$ cat config.mk
export PLATFORM = sky130hd
export DESIGN_NAME = vrc_top
export DESIGN_NICKNAME = d
export VERILOG_FILES = /design/src/pkg/vrc_pkg.sv /design/src/vrc_fifo.sv /design/src/vrc_top.sv
export VERILOG_INCLUDE_DIRS = /design/src /design/src/pkg
export SDC_FILE = /design/constraint.sdc
export NUM_CORES = 1
export LEC_CHECK = 0
export BUFFER_PORTS_ARGS = -buffer_cell sky130_fd_sc_hd__buf_2
export CAP_MARGIN = 20
export CORE_UTILIZATION = 60
export DETAILED_ROUTE_END_ITERATION = 7
export MAX_ROUTING_LAYER = met4
export PLACE_DENSITY_LB_ADDON = 0.12
export SLEW_MARGIN = 20
export SYNTH_ARGS = -nofsm -noshare
export SYNTH_HDL_FRONTEND = slang
export SYNTH_HIERARCHICAL = 1
export SYNTH_SLANG_ARGS = --single-unit
$ cat constraint.sdc
create_clock -name mclk_i -period 3.9 [get_ports mclk_i]
set_input_delay 0.78 -clock mclk_i [delete_from_list [all_inputs] [get_ports mclk_i]]
set_output_delay 0.78 -clock mclk_i [all_outputs]
set_load 0.02 [all_outputs]
$ cat src/pkg/vrc_cfg.svh
// constants for the video output routing control block
// Function
// - output horizontal timing delayed by programmable pixel clock count
// - output vertical timing delayed by programmable whole line count
// - fine horizontal setting adds to the coarse horizontal offset
// - dual-rate output carries re-clocked hd or down-converted sd
// - each sd-or-encoder output picks sd or composite on its own
// - option output picks sd, composite or de-embedded aes audio
// - reduced mode embeds sixteen channels, samples cut to twenty bits
// - full mode embeds twelve channels at twenty-four bits only
// - source selector routes exactly one of three hd inputs
// - selected hd source copied to three primary outputs
// - down-converter input is local hd or left or right neighbour
// - sd video feeds dual-rate selector, encoder and all switches
// - primary outputs ignore the down-converter input choice
`ifndef VRC_CFG_SVH
`define VRC_CFG_SVH
`define VRC_SRC_REAR 2'h0
`define VRC_SRC_STAR_A 2'h1
`define VRC_SRC_STAR_B 2'h2
`define VRC_DC_LOCAL 2'h0
`define VRC_DC_LEFT 2'h1
`define VRC_DC_RIGHT 2'h2
`define VRC_OPT_SD 2'h0
`define VRC_OPT_ENC 2'h1
`define VRC_OPT_AES 2'h2
`define VRC_CH_REDUCED 5'h10
`define VRC_CH_FULL 5'h0C
`define VRC_WL_REDUCED 5'h14
`define VRC_WL_FULL 5'h18
`define VRC_CMD_SRC 3'h0
`define VRC_CMD_DC 3'h1
`define VRC_CMD_OUT 3'h2
`define VRC_CMD_AUDIO 3'h3
`define VRC_CMD_HPH 3'h4
`define VRC_CMD_VPH 3'h5
`define VRC_CMD_HFINE 3'h6
`define VRC_FIFO_DEPTH 16
`endif

$ cat src/pkg/vrc_pkg.sv
// types for the video output routing control block
package vrc_pkg;
   typedef enum logic [2:0] {
      VRC_IDLE = 3'b001,
      VRC_HDLY = 3'b010,
      VRC_RUN = 3'b100
   } vrc_state_e;
endpackage

$ cat src/vrc_fifo.sv
// parameterised fifo for the sd output word stream
`timescale 1ns/10ps
module vrc_fifo #(
   parameter int W = 10,
   parameter int D = 16
) (
   // clock and reset
   input wire logic mclk_i,
   input wire logic rst_b_i,
   // fill side
   input wire logic in_valid_i,
   output logic in_ready_o,
   input wire logic [W-1:0] in_data_i,
   // drain side
   output logic out_valid_o,
   input wire logic out_ready_i,
   output logic [W-1:0] out_data_o
);
   localparam int AW = $clog2(D);
   logic [W-1:0] mem_q [D];
   logic [AW:0] wp_q;
   logic [AW:0] rp_q;
   logic full;
   logic empty;
   assign empty = (wp_q == rp_q);
   assign full = (wp_q[AW] != rp_q[AW]) && (wp_q[AW-1:0] == rp_q[AW-1:0]);
   assign in_ready_o = !full;
   assign out_valid_o = !empty;
   assign out_data_o = mem_q[rp_q[AW-1:0]];
   always_ff @(posedge mclk_i or negedge rst_b_i)
   begin
      if (!rst_b_i)
         wp_q <= '0;
      else if (in_valid_i && !full)
         wp_q <= wp_q + 1'b1;
   end
   always_ff @(posedge mclk_i)
   begin
      if (in_valid_i && !full)
         mem_q[wp_q[AW-1:0]] <= in_data_i;
   end
   always_ff @(posedge mclk_i or negedge rst_b_i)
   begin
      if (!rst_b_i)
         rp_q <= '0;
      else if (out_ready_i && !empty)
         rp_q <= rp_q + 1'b1;
   end
endmodule

$ cat src/vrc_top.sv
// routing, phase offset and audio mode control for the video card
`timescale 1ns/10ps
`include "vrc_cfg.svh"
module vrc_top #(
   parameter int W = 10,
   parameter int HW = 12,
   parameter int VW = 11,
   parameter int FW = 4
) (
   // clock and reset
   input wire logic mclk_i,
   input wire logic rst_b_i,
   // controller command port
   input wire logic cmd_valid_i,
   input wire logic [2:0] cmd_sel_i,
   input wire logic [HW-1:0] cmd_data_i,
   // hd inputs and neighbour inputs
   input wire logic [W-1:0] rear_hd_i,
   input wire logic [W-1:0] star_a_hd_i,
   input wire logic [W-1:0] star_b_hd_i,
   input wire logic [W-1:0] left_hd_i,
   input wire logic [W-1:0] right_hd_i,
   // other sources
   input wire logic [W-1:0] enc_i,
   input wire logic [W-1:0] aes_i,
   input wire logic [W-1:0] sd_conv_i,
   input wire logic sd_conv_valid_i,
   // input timing
   input wire logic sol_i,
   input wire logic sof_i,
   // primary outputs
   output logic [W-1:0] first_primary_output_o,
   output logic [W-1:0] second_primary_output_o,
   output logic [W-1:0] third_primary_output_o,
   // down-converter feed and audio mode
   output logic [W-1:0] dc_in_o,
   output logic [4:0] audio_channels_o,
   output logic [4:0] audio_word_bits_o,
   // selectable outputs
   output logic [W-1:0] dual_rate_connector_o,
   output logic [W-1:0] first_sd_or_encoder_connector_o,
   output logic [W-1:0] second_sd_or_encoder_connector_o,
   output logic [W-1:0] option_connector_o,
   output logic [W-1:0] enc_feed_o,
   // sd stream back-pressure and output timing
   output logic sd_conv_ready_o,
   output logic sol_o,
   output logic sof_o,
   output logic timing_run_o
);
   logic [1:0] src_sel_q;
   logic [1:0] dc_sel_q;
   logic dual_rate_output_select_q;
   logic first_sd_encoder_output_select_q;
   logic second_sd_encoder_output_select_q;
   logic [1:0] option_output_select_q;
   logic reduced_q;
   logic [HW-1:0] hph_q;
   logic [VW-1:0] vph_q;
   logic [FW-1:0] hfine_q;
   logic [W-1:0] hd_q;
   logic [W-1:0] sd_word;
   logic sd_valid;
   logic [W-1:0] sd_q;
   logic [HW:0] hcnt_q;
   logic [VW-1:0] vcnt_q;
   logic vpend_q;
   vrc_pkg::vrc_state_e st_q;
   logic [HW:0] htot;

   function automatic logic [W-1:0] pick3(input logic [1:0] s,
      input logic [W-1:0] a, input logic [W-1:0] b, input logic [W-1:0] c);
      // illegal code 3 falls back to the first source so one always drives
      unique case (s)
         2'h1: pick3 = b;
         2'h2: pick3 = c;
         default: pick3 = a;
      endcase
   endfunction

   // settings only move on a command aimed at them
   always_ff @(posedge mclk_i or negedge rst_b_i)
   begin
      if (!rst_b_i)
      begin
         src_sel_q <= `VRC_SRC_REAR;
         dc_sel_q <= `VRC_DC_LOCAL;
         dual_rate_output_select_q <= 1'b0;
         first_sd_encoder_output_select_q <= 1'b0;
         second_sd_encoder_output_select_q <= 1'b0;
         option_output_select_q <= `VRC_OPT_SD;
         reduced_q <= 1'b1;
      end
      else if (cmd_valid_i)
      begin
         unique case (cmd_sel_i)
            `VRC_CMD_SRC: src_sel_q <= cmd_data_i[1:0];
            `VRC_CMD_DC: dc_sel_q <= cmd_data_i[1:0];
            `VRC_CMD_OUT:
            begin
               dual_rate_output_select_q <= cmd_data_i[0];
               first_sd_encoder_output_select_q <= cmd_data_i[1];
               second_sd_encoder_output_select_q <= cmd_data_i[2];
               option_output_select_q <= cmd_data_i[4:3];
            end
            `VRC_CMD_AUDIO: reduced_q <= cmd_data_i[0];
            default:
            begin
            end
         endcase
      end
   end

   always_ff @(posedge mclk_i or negedge rst_b_i)
   begin
      if (!rst_b_i)
      begin
         hph_q <= '0;
         vph_q <= '0;
         hfine_q <= '0;
      end
      else if (cmd_valid_i)
      begin
         if (cmd_sel_i == `VRC_CMD_HPH)
            hph_q <= cmd_data_i;
         if (cmd_sel_i == `VRC_CMD_VPH)
            vph_q <= cmd_data_i[VW-1:0];
         if (cmd_sel_i == `VRC_CMD_HFINE)
            hfine_q <= cmd_data_i[FW-1:0];
      end
   end

   // re-clocked hd path, unaffected by the down-converter choice
   always_ff @(posedge mclk_i or negedge rst_b_i)
   begin
      if (!rst_b_i)
         hd_q <= '0;
      else
         hd_q <= pick3(src_sel_q, rear_hd_i, star_a_hd_i, star_b_hd_i);
   end
   assign first_primary_output_o = hd_q;
   assign second_primary_output_o = hd_q;
   assign third_primary_output_o = hd_q;

   always_ff @(posedge mclk_i or negedge rst_b_i)
   begin
      if (!rst_b_i)
         dc_in_o <= '0;
      else
         dc_in_o <= pick3(dc_sel_q, hd_q, left_hd_i, right_hd_i);
   end

   // sixteen channels at 24 bits is never offered
   assign audio_channels_o =
      reduced_q ? `VRC_CH_REDUCED : `VRC_CH_FULL;
   assign audio_word_bits_o =
      reduced_q ? `VRC_WL_REDUCED : `VRC_WL_FULL;

   // sd stream buffered so a stalled sink pushes back on the converter
   vrc_fifo #(
      .W(W),
      .D(`VRC_FIFO_DEPTH)
   ) u_fifo (
      .mclk_i(mclk_i),
      .rst_b_i(rst_b_i),
      .in_valid_i(sd_conv_valid_i),
      .in_ready_o(sd_conv_ready_o),
      .in_data_i(sd_conv_i),
      .out_valid_o(sd_valid),
      .out_ready_i(timing_run_o),
      .out_data_o(sd_word)
   );

   always_ff @(posedge mclk_i or negedge rst_b_i)
   begin
      if (!rst_b_i)
         sd_q <= '0;
      else if (sd_valid && timing_run_o)
         sd_q <= sd_word;
   end

   // one sd word drives every switch so they never disagree
   always_ff @(posedge mclk_i or negedge rst_b_i)
   begin
      if (!rst_b_i)
      begin
         dual_rate_connector_o <= '0;
         first_sd_or_encoder_connector_o <= '0;
         second_sd_or_encoder_connector_o <= '0;
         option_connector_o <= '0;
         enc_feed_o <= '0;
      end
      else
      begin
         enc_feed_o <= sd_q;
         dual_rate_connector_o <=
            dual_rate_output_select_q ? sd_q : hd_q;
         first_sd_or_encoder_connector_o <=
            first_sd_encoder_output_select_q ? enc_i : sd_q;
         second_sd_or_encoder_connector_o <=
            second_sd_encoder_output_select_q ? enc_i : sd_q;
         option_connector_o <=
            pick3(option_output_select_q, sd_q, enc_i, aes_i);
      end
   end

   // output timing: wait whole lines, then coarse plus fine pixels
   assign htot = {1'b0, hph_q} + {{(HW+1-FW){1'b0}}, hfine_q};

   always_ff @(posedge mclk_i or negedge rst_b_i)
   begin
      if (!rst_b_i)
      begin
         st_q <= vrc_pkg::VRC_IDLE;
         vcnt_q <= '0;
         hcnt_q <= '0;
         vpend_q <= 1'b0;
      end
      else
      begin
         unique case (st_q)
            vrc_pkg::VRC_IDLE:
               if (sof_i)
               begin
                  vcnt_q <= vph_q;
                  vpend_q <= 1'b1;
                  st_q <= vrc_pkg::VRC_HDLY;
                  hcnt_q <= '0;
               end
            vrc_pkg::VRC_HDLY:
            begin
               if (vpend_q)
               begin
                  if (vcnt_q == '0)
                  begin
                     vpend_q <= 1'b0;
                     hcnt_q <= htot;
                  end
                  else if (sol_i)
                     vcnt_q <= vcnt_q - 1'b1;
               end
               else if (hcnt_q == '0)
                  st_q <= vrc_pkg::VRC_RUN;
               else
                  hcnt_q <= hcnt_q - 1'b1;
            end
            vrc_pkg::VRC_RUN:
               if (sof_i)
               begin
                  vcnt_q <= vph_q;
                  vpend_q <= 1'b1;
                  st_q <= vrc_pkg::VRC_HDLY;
               end
         endcase
      end
   end
   assign timing_run_o = (st_q == vrc_pkg::VRC_RUN);

   // delayed line mark trails a line mark by coarse plus fine pixels; the frame mark trails its last counted line by that plus two cycles
   logic [HW:0] lcnt_q;
   always_ff @(posedge mclk_i or negedge rst_b_i)
   begin
      if (!rst_b_i)
      begin
         lcnt_q <= '0;
         sol_o <= 1'b0;
         sof_o <= 1'b0;
      end
      else
      begin
         sof_o <= (st_q == vrc_pkg::VRC_HDLY) && !vpend_q
            && (hcnt_q == '0);
         sol_o <= 1'b0;
         // a zero offset passes the line mark straight through
         if (sol_i)
         begin
            lcnt_q <= htot;
            sol_o <= (htot == '0);
         end
         else if (lcnt_q != '0)
         begin
            lcnt_q <= lcnt_q - 1'b1;
            sol_o <= (lcnt_q == {{HW{1'b0}}, 1'b1});
         end
      end
   end
endmodule

=== After elaboration in Yosys (flattened, before gate mapping) ===
Memories as Yosys holds them, arrays and structs flattened. A register that Yosys moved wholly into a read port is not among the register bits.
Index checks and enable logic that the tools add are counted.

* $add $sub $neg: 6
* Equal/unequal tests: 28
* Muxes and demuxes: 32
* Reductions and logical operators: 27

{| class="wikitable"
|+ Operators by type and width
! kind !! count
|-
| $mux 13 || 6
|-
| $pmux 10 s2 || 3
|-
| $mux 11 || 4
|-
| $mux 10 || 3
|-
| $logic_not 13->1 || 2
|-
| $pmux 13 s2 || 1
|-
| $sub 13x1->13 const B || 2
|-
| $pmux 11 s2 || 1
|-
| $reduce_and 2->1 || 7
|-
| $add 12x4->13 || 1
|-
| $eq 13x1->1 const B || 1
|-
| $reduce_bool 13->1 || 1
|-
| $eq 3x3->1 const B || 4
|-
| $ne 2x2->1 const B || 6
|-
| $logic_not 11->1 || 1
|-
| $sub 11x1->11 const B || 1
|-
| $add 5x1->5 const B || 2
|-
| $eq 3x2->1 const B || 3
|-
| $mux 3 || 3
|-
| $reduce_and 4->1 || 2
|-
| $mux 1 || 7
|-
| $eq 2x1->1 const B || 3
|-
| $eq 2x2->1 const B || 3
|-
| $eq 3x1->1 const B || 2
|-
| 15 further kinds || 24
|}

* Register bits: 160
* Memory bits (writable): 160
* Input bits: 101
* Output and inout port bits: 104
* Memories: 1

{| class="wikitable"
|+ Memory list
! name !! depth !! width !! read ports !! clocked after memory_dff !! wr ports !! RTL line !! source
|-
| u_fifo.mem_q || 16 || 10 || 1 || 1 || 1 || vrc_fifo.sv:20 || <nowiki>logic [W-1:0] mem_q [D];</nowiki>
|}

=== Logic depth before layout (Yosys ltp) ===
Gate-level depths: netlist of the first run.

* Word-level depth: 6
* Gate-level depth with buffers: 9
* Depth with buffers taken out: 8

=== Modules after synthesis ===
The synthesis of the first run kept the hierarchy.

{| class="wikitable"
|+ By module, submodules not included
! module !! instances !! cells an instance !! area an instance (µm²)
|-
| vrc_top || 1 || 714 || 7704.9
|-
| vrc_fifo || 1 || 348 || 6796.5
|}

=== Worst setup path before layout of the first run ===
No wires, ideal clock.

* Path kind: register to register
* From: register u_fifo.rp_q[4]
* To: memory u_fifo.mem_q[0][0], enable pin
* Library setup time: 0.390 ns
* Arrival: 1.799 ns
* Setup slack: 1.712 ns
* Stages on the path, launching flop included: 5
* Period minus slack after synthesis: 2.188 ns
* Cells stage by stage: dfrtp_1 > xnor2_1 > clkbuf_1 > o211ai_1 > nor3_1

* Longest elaborated chain between the ends: 6

{| class="wikitable"
|+ Ends and longest elaborated chain
! item !! RTL line !! source
|-
| start: declaration || vrc_fifo.sv:22 || <nowiki>logic [AW:0] rp_q;</nowiki>
|-
| start signal: assignment || vrc_fifo.sv:47 || <nowiki>rp_q <= rp_q + 1'b1;</nowiki>
|-
| $ne 1x1->1 || vrc_fifo.sv:26 || <nowiki>assign full = (wp_q[AW] != rp_q[AW]) && (wp_q[AW-1:0] == rp_q[AW-1:0]);</nowiki>
|-
| $logic_and 1x1->1 || vrc_fifo.sv:26 ||
|-
| $logic_not 1->1 || vrc_fifo.sv:39 || <nowiki>if (in_valid_i && !full)</nowiki>
|-
| $logic_and 1x1->1 || vrc_fifo.sv:39 ||
|-
| $mux 1 || vrc_fifo.sv:39 ||
|-
| $mux 1 (implied by the code) || vrc_fifo.sv:40 || <nowiki>mem_q[wp_q[AW-1:0]] <= in_data_i;</nowiki>
|-
| end: declaration || vrc_fifo.sv:20 ||
|}

No other way between the ends.

=== Worst setup path after layout of the first run ===
* From: register u_fifo.rp_q[3]
* To: output sd_conv_ready_o

* Longest elaborated chain between the ends: 3

{| class="wikitable"
|+ Ends and longest elaborated chain
! item !! RTL line !! source
|-
| $eq 4x4->1 || vrc_fifo.sv:26 ||
|-
| $logic_and 1x1->1 || vrc_fifo.sv:26 ||
|-
| $logic_not 1->1 || vrc_fifo.sv:27 || <nowiki>assign in_ready_o = !full;</nowiki>
|-
| end: declaration || vrc_top.sv:46 || <nowiki>output logic sd_conv_ready_o,</nowiki>
|}

No other way between the ends.

==> results of run 1 <==
worst min path at each step:
stage | end | slack [ps] | cells after the start
floorplan | enc_feed_o[5]$_DFF_PN0_ | 420 | 0
global placement | vph_q[4]$_DFFE_PN0P_ | 500 | 1
detailed placement | vph_q[2]$_DFFE_PN0P_ | 500 | 1
CTS | u_fifo/rp_q[4]$_DFFE_PN0P_ | 290 | 1
global route | lcnt_q[3]$_DFFE_PN0P_ | 330 | 1
finish | lcnt_q[4]$_DFFE_PN0P_ | 290 | 1
routing by layer:
layer,wire length [µm],GRT usage (%)
met1,13700,35.5
met5,0,-
met4,1140,11.4
met3,1890,3.91
met2,17400,47.9
metrics by stage:
step                      instance area, µm²  total power, mW
after floorplan                        14500             8.28
after global placement                 15500             9.51
after detailed placement               15500             9.59
after CTS                              16700             13.0
after global routing                   16700             13.6
final                                  16700             12.9
worst register-to-register path, stage by stage, from the launching register on:
cell	delay, ps
dfrtp_1	1030
xnor2_1	190
nand4_1	270
o211ai_1	300
nor2_1	810
layout make-up:
class                   instances  share of cell area (%)
clock inverters                14                    1.01
well taps                     319                    2.39
clock buffers                  50                    6.07
flip-flops and latches        330                    54.2
diodes                          1                  0.0150
multi-input cells             624                    29.3
inverters                      24                   0.539
repair buffers                207                    6.43
flip-flops by register name, summed over array words and instances (netlist names), 4 cells and up:
name / count
u_fifo/mem_q: 160
hcnt_q: 13
lcnt_q: 13
hph_q: 12
vcnt_q: 11
vph_q: 11
dc_in_o: 10
dual_rate_connector_o: 10
enc_feed_o: 10
first_primary_output_o: 10
first_sd_or_encoder_connector_o: 10
option_connector_o: 10
sd_q: 10
second_sd_or_encoder_connector_o: 10
u_fifo/rp_q: 5
u_fifo/wp_q: 5
hfine_q: 4
where the power goes:
group	internal, mW	total (mW)	switching [mW]
clock	2.02	3.34	1.31
combinational	1.77	4.29	2.52
sequential	4.51	5.30	0.792
total	8.30	12.9	4.63
cells in the mapped netlist (7+ instances only):
library cell    n  area share [%]
a21oi_1        24            0.83
a22oi_1        43             2.2
a32oi_1        10            0.60
buf_2          13            0.45
buf_4          32             1.7
clkbuf_1       37            0.96
dfrtp_1       168              29
edfxtp_1      160              33
ha_1           19             1.6
inv_1          24            0.62
mux2_2         73             5.7
mux2i_1        35             2.4
mux4_2         30             4.7
nand2_1        73             1.9
nand2b_1        8            0.35
nand3_1        17            0.59
nor2_1         54             1.4
nor3_1         19            0.66
nor4_1          8            0.35
o211ai_1        7            0.36
o21ai_0        70             2.4
o21ai_1         8            0.28
xnor2_1        22             1.3
xor2_1          9            0.54
cells by family after synthesis:
kind of cell / synth area share [%]
multiplexers: 12.8
adder cells (fa/ha/maj): 1.78
flip-flops: 62.5
AND/OR/NAND/NOR: 7.63
XOR/XNOR: 1.87
AO/OA/AOI/OAI: 9.47
buffers and inverters: 3.87
other: 0.0518
==> flow_metrics.py, run 1 <==
metrics = {
    "min_path": {
        "min_path_type": "in2async",
    },
    "setup_path": {
        "crit_type": "reg2out",
        "path_buf_inv": 1,
        "cpPeakStageDelay_ps": 1030,
        "r2r_end": "u_fifo/mem_q[4][0]$_DFFE_PP_",
        "cp.arrival_ps": 2420,
        "slowest_stage": "dfrtp_1",
        "startpoint_type": "flop",
        "r2r-start": "u_fifo/rp_q[3]$_DFFE_PN0P_",
        "path_depth": 4,
        "end_kind": "output port",
        "crit_required_ps": 3120,
        "crit_path_end": "sd_conv_ready_o",
        "crit_family": "flip-flops",
        "r2r_slack_ps": 900,
        "crit_fanout": 24,
        "critPathLaunch": "u_fifo/rp_q[3]$_DFFE_PN0P_",
        "rr_worst_depth": 4,
        "crit_chain": "xnor2_1, and4_1, nand2b_1, buf_2",
    },
    "flow_run": {
        "max-cap-violations": 0,
    },
    "floorplanning": {
        "num_rows": 56,
        "design.core.area_um2": 23600,
        "die_width_um": 157,
        "initial_core_util_pct": 61.4,
        "io_pins": 205,
        "die_h_um": 157,
        "die_area_um2": 24800,
    },
    "routing": {
        "vias_per_cell": 5.95,
        "firstDrtPassIters": 5,
        "drc": 0,
        "drtAntennaViolNets": 0,
        "wire_per_inst_um": 21.7,
        "routed_wl_um": 34100,
        "first_iter_violations": 809,
        "vias": 9328,
    },
    "clock_tree": {
        "cts_tree": "done",
        "cts_made_buffers": 35,
        "clkTransAtPathRegs_ps": 60,
        "ctsResizeCount": 0,
        "htreeDepth": 2,
        "cts_hold_buf": 0,
        "cts_buffer_depth": 3,
        "cts_root_buffer": "clkbuf_16",
        "clkLatencyLatePin_ps": 510,
        "clock_sinks": 330,
        "cts_setup_buffers": 0,
    },
    "sta": {
        "rsz0062_at_grt": "false",
        "layout_min_cycle_time_ps": 3200,
        "max_slew_margin_pct": 30.3,
        "holdWs_ps": 286,
        "finalWorstSetupSlack_ps": 695,
        "tightestPinTransition_ps": 1050,
        "period_share_pct": 82.2,
        "hold_violations": 0,
        "clock_skew_ps": 20.0,
        "drv_slew": 0,
        "setup_viol": 0,
        "finalSetupTns_ps": 0,
        "fmax_mhz": 312,
    },
    "finish": {
        "fillCellCount": 1636,
        "fin_cells": 1569,
        "fin_util_pct": 70.8,
        "final_common_cell": "buf_2",
        "ff_latch_area_um2": 9060,
        "multi_input_area_um2": 4900,
        "area_growth_pct": 15.2,
        "drive_gt1_share_pct": 31.0,
        "final_cell_mix": "198 x buf_2, 166 x dfrtp_1, 160 x edfxtp_1",
        "nets": 1343,
    },
    "synth": {
        "yosys_warnings": 6,
        "synth_area_per_cell_um2": 13.7,
        "synth-async-reset-ratio_pct": 51.5,
        "synth-edff-count": 160,
        "synth_cells": 1062,
        "yosysSeqAreaShare_pct": 62.5,
        "ys_ff_latch": 330,
        "synthFlopType": "dfrtp_1",
        "synthesis.area_um2": 14500,
        "ys_types": 74,
    },
    "grt": {
        "antenna_found_initial": 1,
        "grt_pass1_wl_um": 50400,
        "grt_max_degree": 73,
        "grt.total_usage_pct": 28.7,
        "first_global_vias": 8865,
        "overflow": 0,
    },
    "placed_design": {
        "dp_hpwl_um": 23500,
        "routabilityCongestion": 0.891,
        "placed_cells": 1504,
        "numPortBuffers": 199,
        "place_ws_ps": 1010,
    },
    "status": {
        "outcome": "complete, no violations",
    },
    "power": {
        "cellPowerDensity_nw_per_um2": 774,
        "ir_drop_mv": 0.532,
        "leakagePower_nw": 6.76,
    },
}
Note: power is estimated with default switching activity, not from simulation.
==> run 2: changes to the inputs <==
--- a/config.mk
+++ b/config.mk
@@ -6,9 +6,10 @@
 export SDC_FILE = /design/constraint.sdc
 export NUM_CORES = 1
 export LEC_CHECK = 0
+export ABC_AREA = 1
 export BUFFER_PORTS_ARGS = -buffer_cell sky130_fd_sc_hd__buf_2
 export CAP_MARGIN = 20
-export CORE_UTILIZATION = 60
+export CORE_UTILIZATION = 52
 export DETAILED_ROUTE_END_ITERATION = 7
 export MAX_ROUTING_LAYER = met4
 export PLACE_DENSITY_LB_ADDON = 0.12
==> constraint.sdc (replaced) <==
create_clock -name mclk_i -period 2.7 [get_ports mclk_i]
set_input_delay 0.54 -clock mclk_i [delete_from_list [all_inputs] [get_ports mclk_i]]
set_output_delay 0.54 -clock mclk_i [all_outputs]
set_load 0.02 [all_outputs]
==> run 2 against run 1 <==
- synthesized cell count up 55%
- die area increased by 21%
- combinational power is 77% higher
- first-iteration DRC count up 13%
- power grew 54%
- area after synthesis grew 5.1%
- register-to-register slack got worse by 360 ps
- critical path type unchanged
==> flow_metrics.py, run 2 <==
metrics = {
    "sta": {
        "rsz0062_at_grt": "false",
        "hold_violations": 0,
        "setup_viol": 0,
        "tightestPinTransition_ps": 683,
        "clock_skew_ps": 19.9,
        "drv_slew": 0,
        "period_share_pct": 88.1,
        "layout_min_cycle_time_ps": 2380,
        "fmax_mhz": 420,
        "finalWorstSetupSlack_ps": 322,
        "max_slew_margin_pct": 54.3,
        "finalSetupTns_ps": 0,
    },
    "flow_run": {
        "max-cap-violations": 0,
    },
    "clock_tree": {
        "cts_root_buffer": "clkbuf_16",
        "cts_tree": "done",
        "ctsResizeCount": 0,
        "htreeDepth": 2,
        "clkLatencyLatePin_ps": 530,
        "cts_buffer_depth": 3,
        "clock_sinks": 330,
        "cts_hold_buf": 1,
        "clkTransAtPathRegs_ps": 60,
        "cts_made_buffers": 37,
        "cts_setup_buffers": 0,
    },
    "floorplanning": {
        "initial_core_util_pct": 53.0,
        "die_width_um": 173,
        "num_rows": 62,
        "die_h_um": 173,
        "die_area_um2": 30000,
        "design.core.area_um2": 28800,
        "io_pins": 205,
    },
    "min_path": {
        "min_path_type": "in2reg",
    },
    "finish": {
        "antenna_cells": 0,
        "fin_cells": 2226,
        "area_growth_pct": 15.4,
        "final_common_cell": "nand2_1",
        "drive_gt1_share_pct": 17.6,
        "largest_reg_flops": 160,
        "final_cell_mix": "431 x nand2_1, 202 x nor2_1, 198 x buf_2",
        "nets": 1935,
        "fin_util_pct": 61.1,
        "fin_area_um2": 17600,
    },
    "synth": {
        "synth_top_area_cell": "edfxtp_1",
        "synth_common_cells": "431 x nand2_1, 202 x nor2_1, 168 x dfrtp_1, 168 x o21ai_0, 160 x edfxtp_1",
        "yosys_warnings": 6,
        "synth.most_common_cell": "nand2_1",
        "ys_top_cells_by_area": "edfxtp_1 32%, dfrtp_1 28%, nand2_1 11%",
        "synthesis.area_um2": 15200,
        "synth-edff-count": 160,
        "synth-async-reset-ratio_pct": 51.5,
        "ys_types": 47,
        "synth_top_area_share_pct": 31.5,
        "ys_ff_latch": 330,
        "yosysSeqAreaShare_pct": 59.4,
        "synthFlopType": "dfrtp_1",
        "synth_cells": 1645,
        "synth_area_per_cell_um2": 9.27,
    },
    "setup_path": {
        "crit_chain": "inv_2, nand2_1, nand2_1, nor2_4, nand3_4, buf_2",
        "cp.arrival_ps": 1840,
        "crit_top_cell": "nand2_1",
        "end_kind": "output port",
        "startpoint_type": "flop",
        "crit_fanout": 13,
        "crit_required_ps": 2160,
        "crit_family": "flip-flops",
        "crit_type": "reg2out",
        "path_buf_inv": 2,
        "slowest_stage": "dfrtp_1",
        "cpPeakStageDelay_ps": 580,
    },
    "power": {
        "leakagePower_nw": 7.94,
        "ir_drop_mv": 0.680,
        "cellPowerDensity_nw_per_um2": 1130,
    },
    "grt": {
        "first_global_vias": 11400,
        "antenna_found_initial": 0,
        "grt_max_degree": 60,
        "overflow": 0,
        "grt.total_usage_pct": 26.0,
        "grt_pass1_wl_um": 59800,
    },
    "placed_design": {
        "numPortBuffers": 199,
        "placed_area_um2": 16300,
        "placed_cells": 2158,
        "place_ws_ps": 564,
        "routabilityCongestion": 0.876,
        "dp_hpwl_um": 25800,
    },
    "routing": {
        "firstDrtPassIters": 5,
        "routed_wl_um": 37400,
        "drtAntennaViolNets": 0,
        "vias_per_cell": 5.30,
        "drc": 0,
        "wire_per_inst_um": 16.8,
        "first_iter_violations": 918,
        "vias": 11800,
    },
    "status": {
        "outcome": "complete, no violations",
    },
}
[run 2: cell types whose count changed after synthesis, sizes merged, moves of 23 or more]
cell and change:
inv +105, mux2 -74, nand3 +74, nand2 +367
a22oi -23, o21ai +104, mux4 -30, a21oi +33
nor2 +168, mux2i -35
[run 2: where the power goes]
| part | internal, mW | switching, mW | total (mW) |
|---|---|---|---|
| registers | 6.48 | 0.769 | 7.25 |
| logic | 2.37 | 5.21 | 7.59 |
| clock network | 3.03 | 1.99 | 5.02 |
| total | 11.9 | 7.97 | 19.9 |
[run 2: stage by stage]
stage          total power [mW]  hold WS [ps]
2_1_floorplan              12.8           244
3_3_place_gp               14.8           393
3_5_place_dp               14.9           390
4_1_cts                    20.0           236
5_1_grt                    21.1           250
6_report                   19.9           251
[run 2: path summary, 6_finish.rpt]
path                                                                end  slack (ps)                        from  cells after the start
setup / recovery                                        sd_conv_ready_o         320  u_fifo/rp_q[1]$_DFFE_PN0P_                      6
hold / removal             first_sd_or_encoder_connector_o[3]$_DFF_PN0_         250                    enc_i[3]                      3
setup reg to reg                           u_fifo/mem_q[6][3]$_DFFE_PP_         540  u_fifo/rp_q[3]$_DFFE_PN0P_                      7
hold reg to reg                                 enc_feed_o[2]$_DFF_PN0_         410         sd_q[2]$_DFFE_PN0P_                      0
max in group asynchronous                    u_fifo/rp_q[0]$_DFFE_PN0P_        1330                     rst_b_i                      3
min in group asynchronous                         lcnt_q[9]$_DFFE_PN0P_         530                     rst_b_i                      2
[run 2: worst reg2reg max path, stage by stage, from the launching register on]
cell and delay (ps):
dfrtp_1 400, inv_1 300, nand2_1 90, nand2_1 110, nor2_4 50, nand3_4 110
nand2_4 180, nor2_2 530
[run 2: final cells by class]
cell class | count | area (µm²)
clock buffer | 51 | 1050
clock inverter | 16 | 178
fill | 2499 | 11200
inverter | 130 | 495
multi-input combinational | 1095 | 5140
sequential | 330 | 9060
tap | 384 | 480
timing repair buffer | 220 | 1170
[run 2: layer usage]
metal  up-vias  part of all wire (%)  global-route usage, %  wire length, µm
met1      5668                    42                   33.2            15800
met2       328                    50                   43.2            18500
met3        90                   5.0                   3.60             1850
met4         0                   3.1                   8.00             1160
met5         -                     0                      -                0
li1       5721                     -                      -                -
[run 2: logic make-up after synthesis]
family	synth area share, %
simple gates	21.3
flops	59.4
compound gates	9.53
buf+inv	6.89
other cells	0.0493
xor+xnor	1.15
fa+ha+maj	1.69
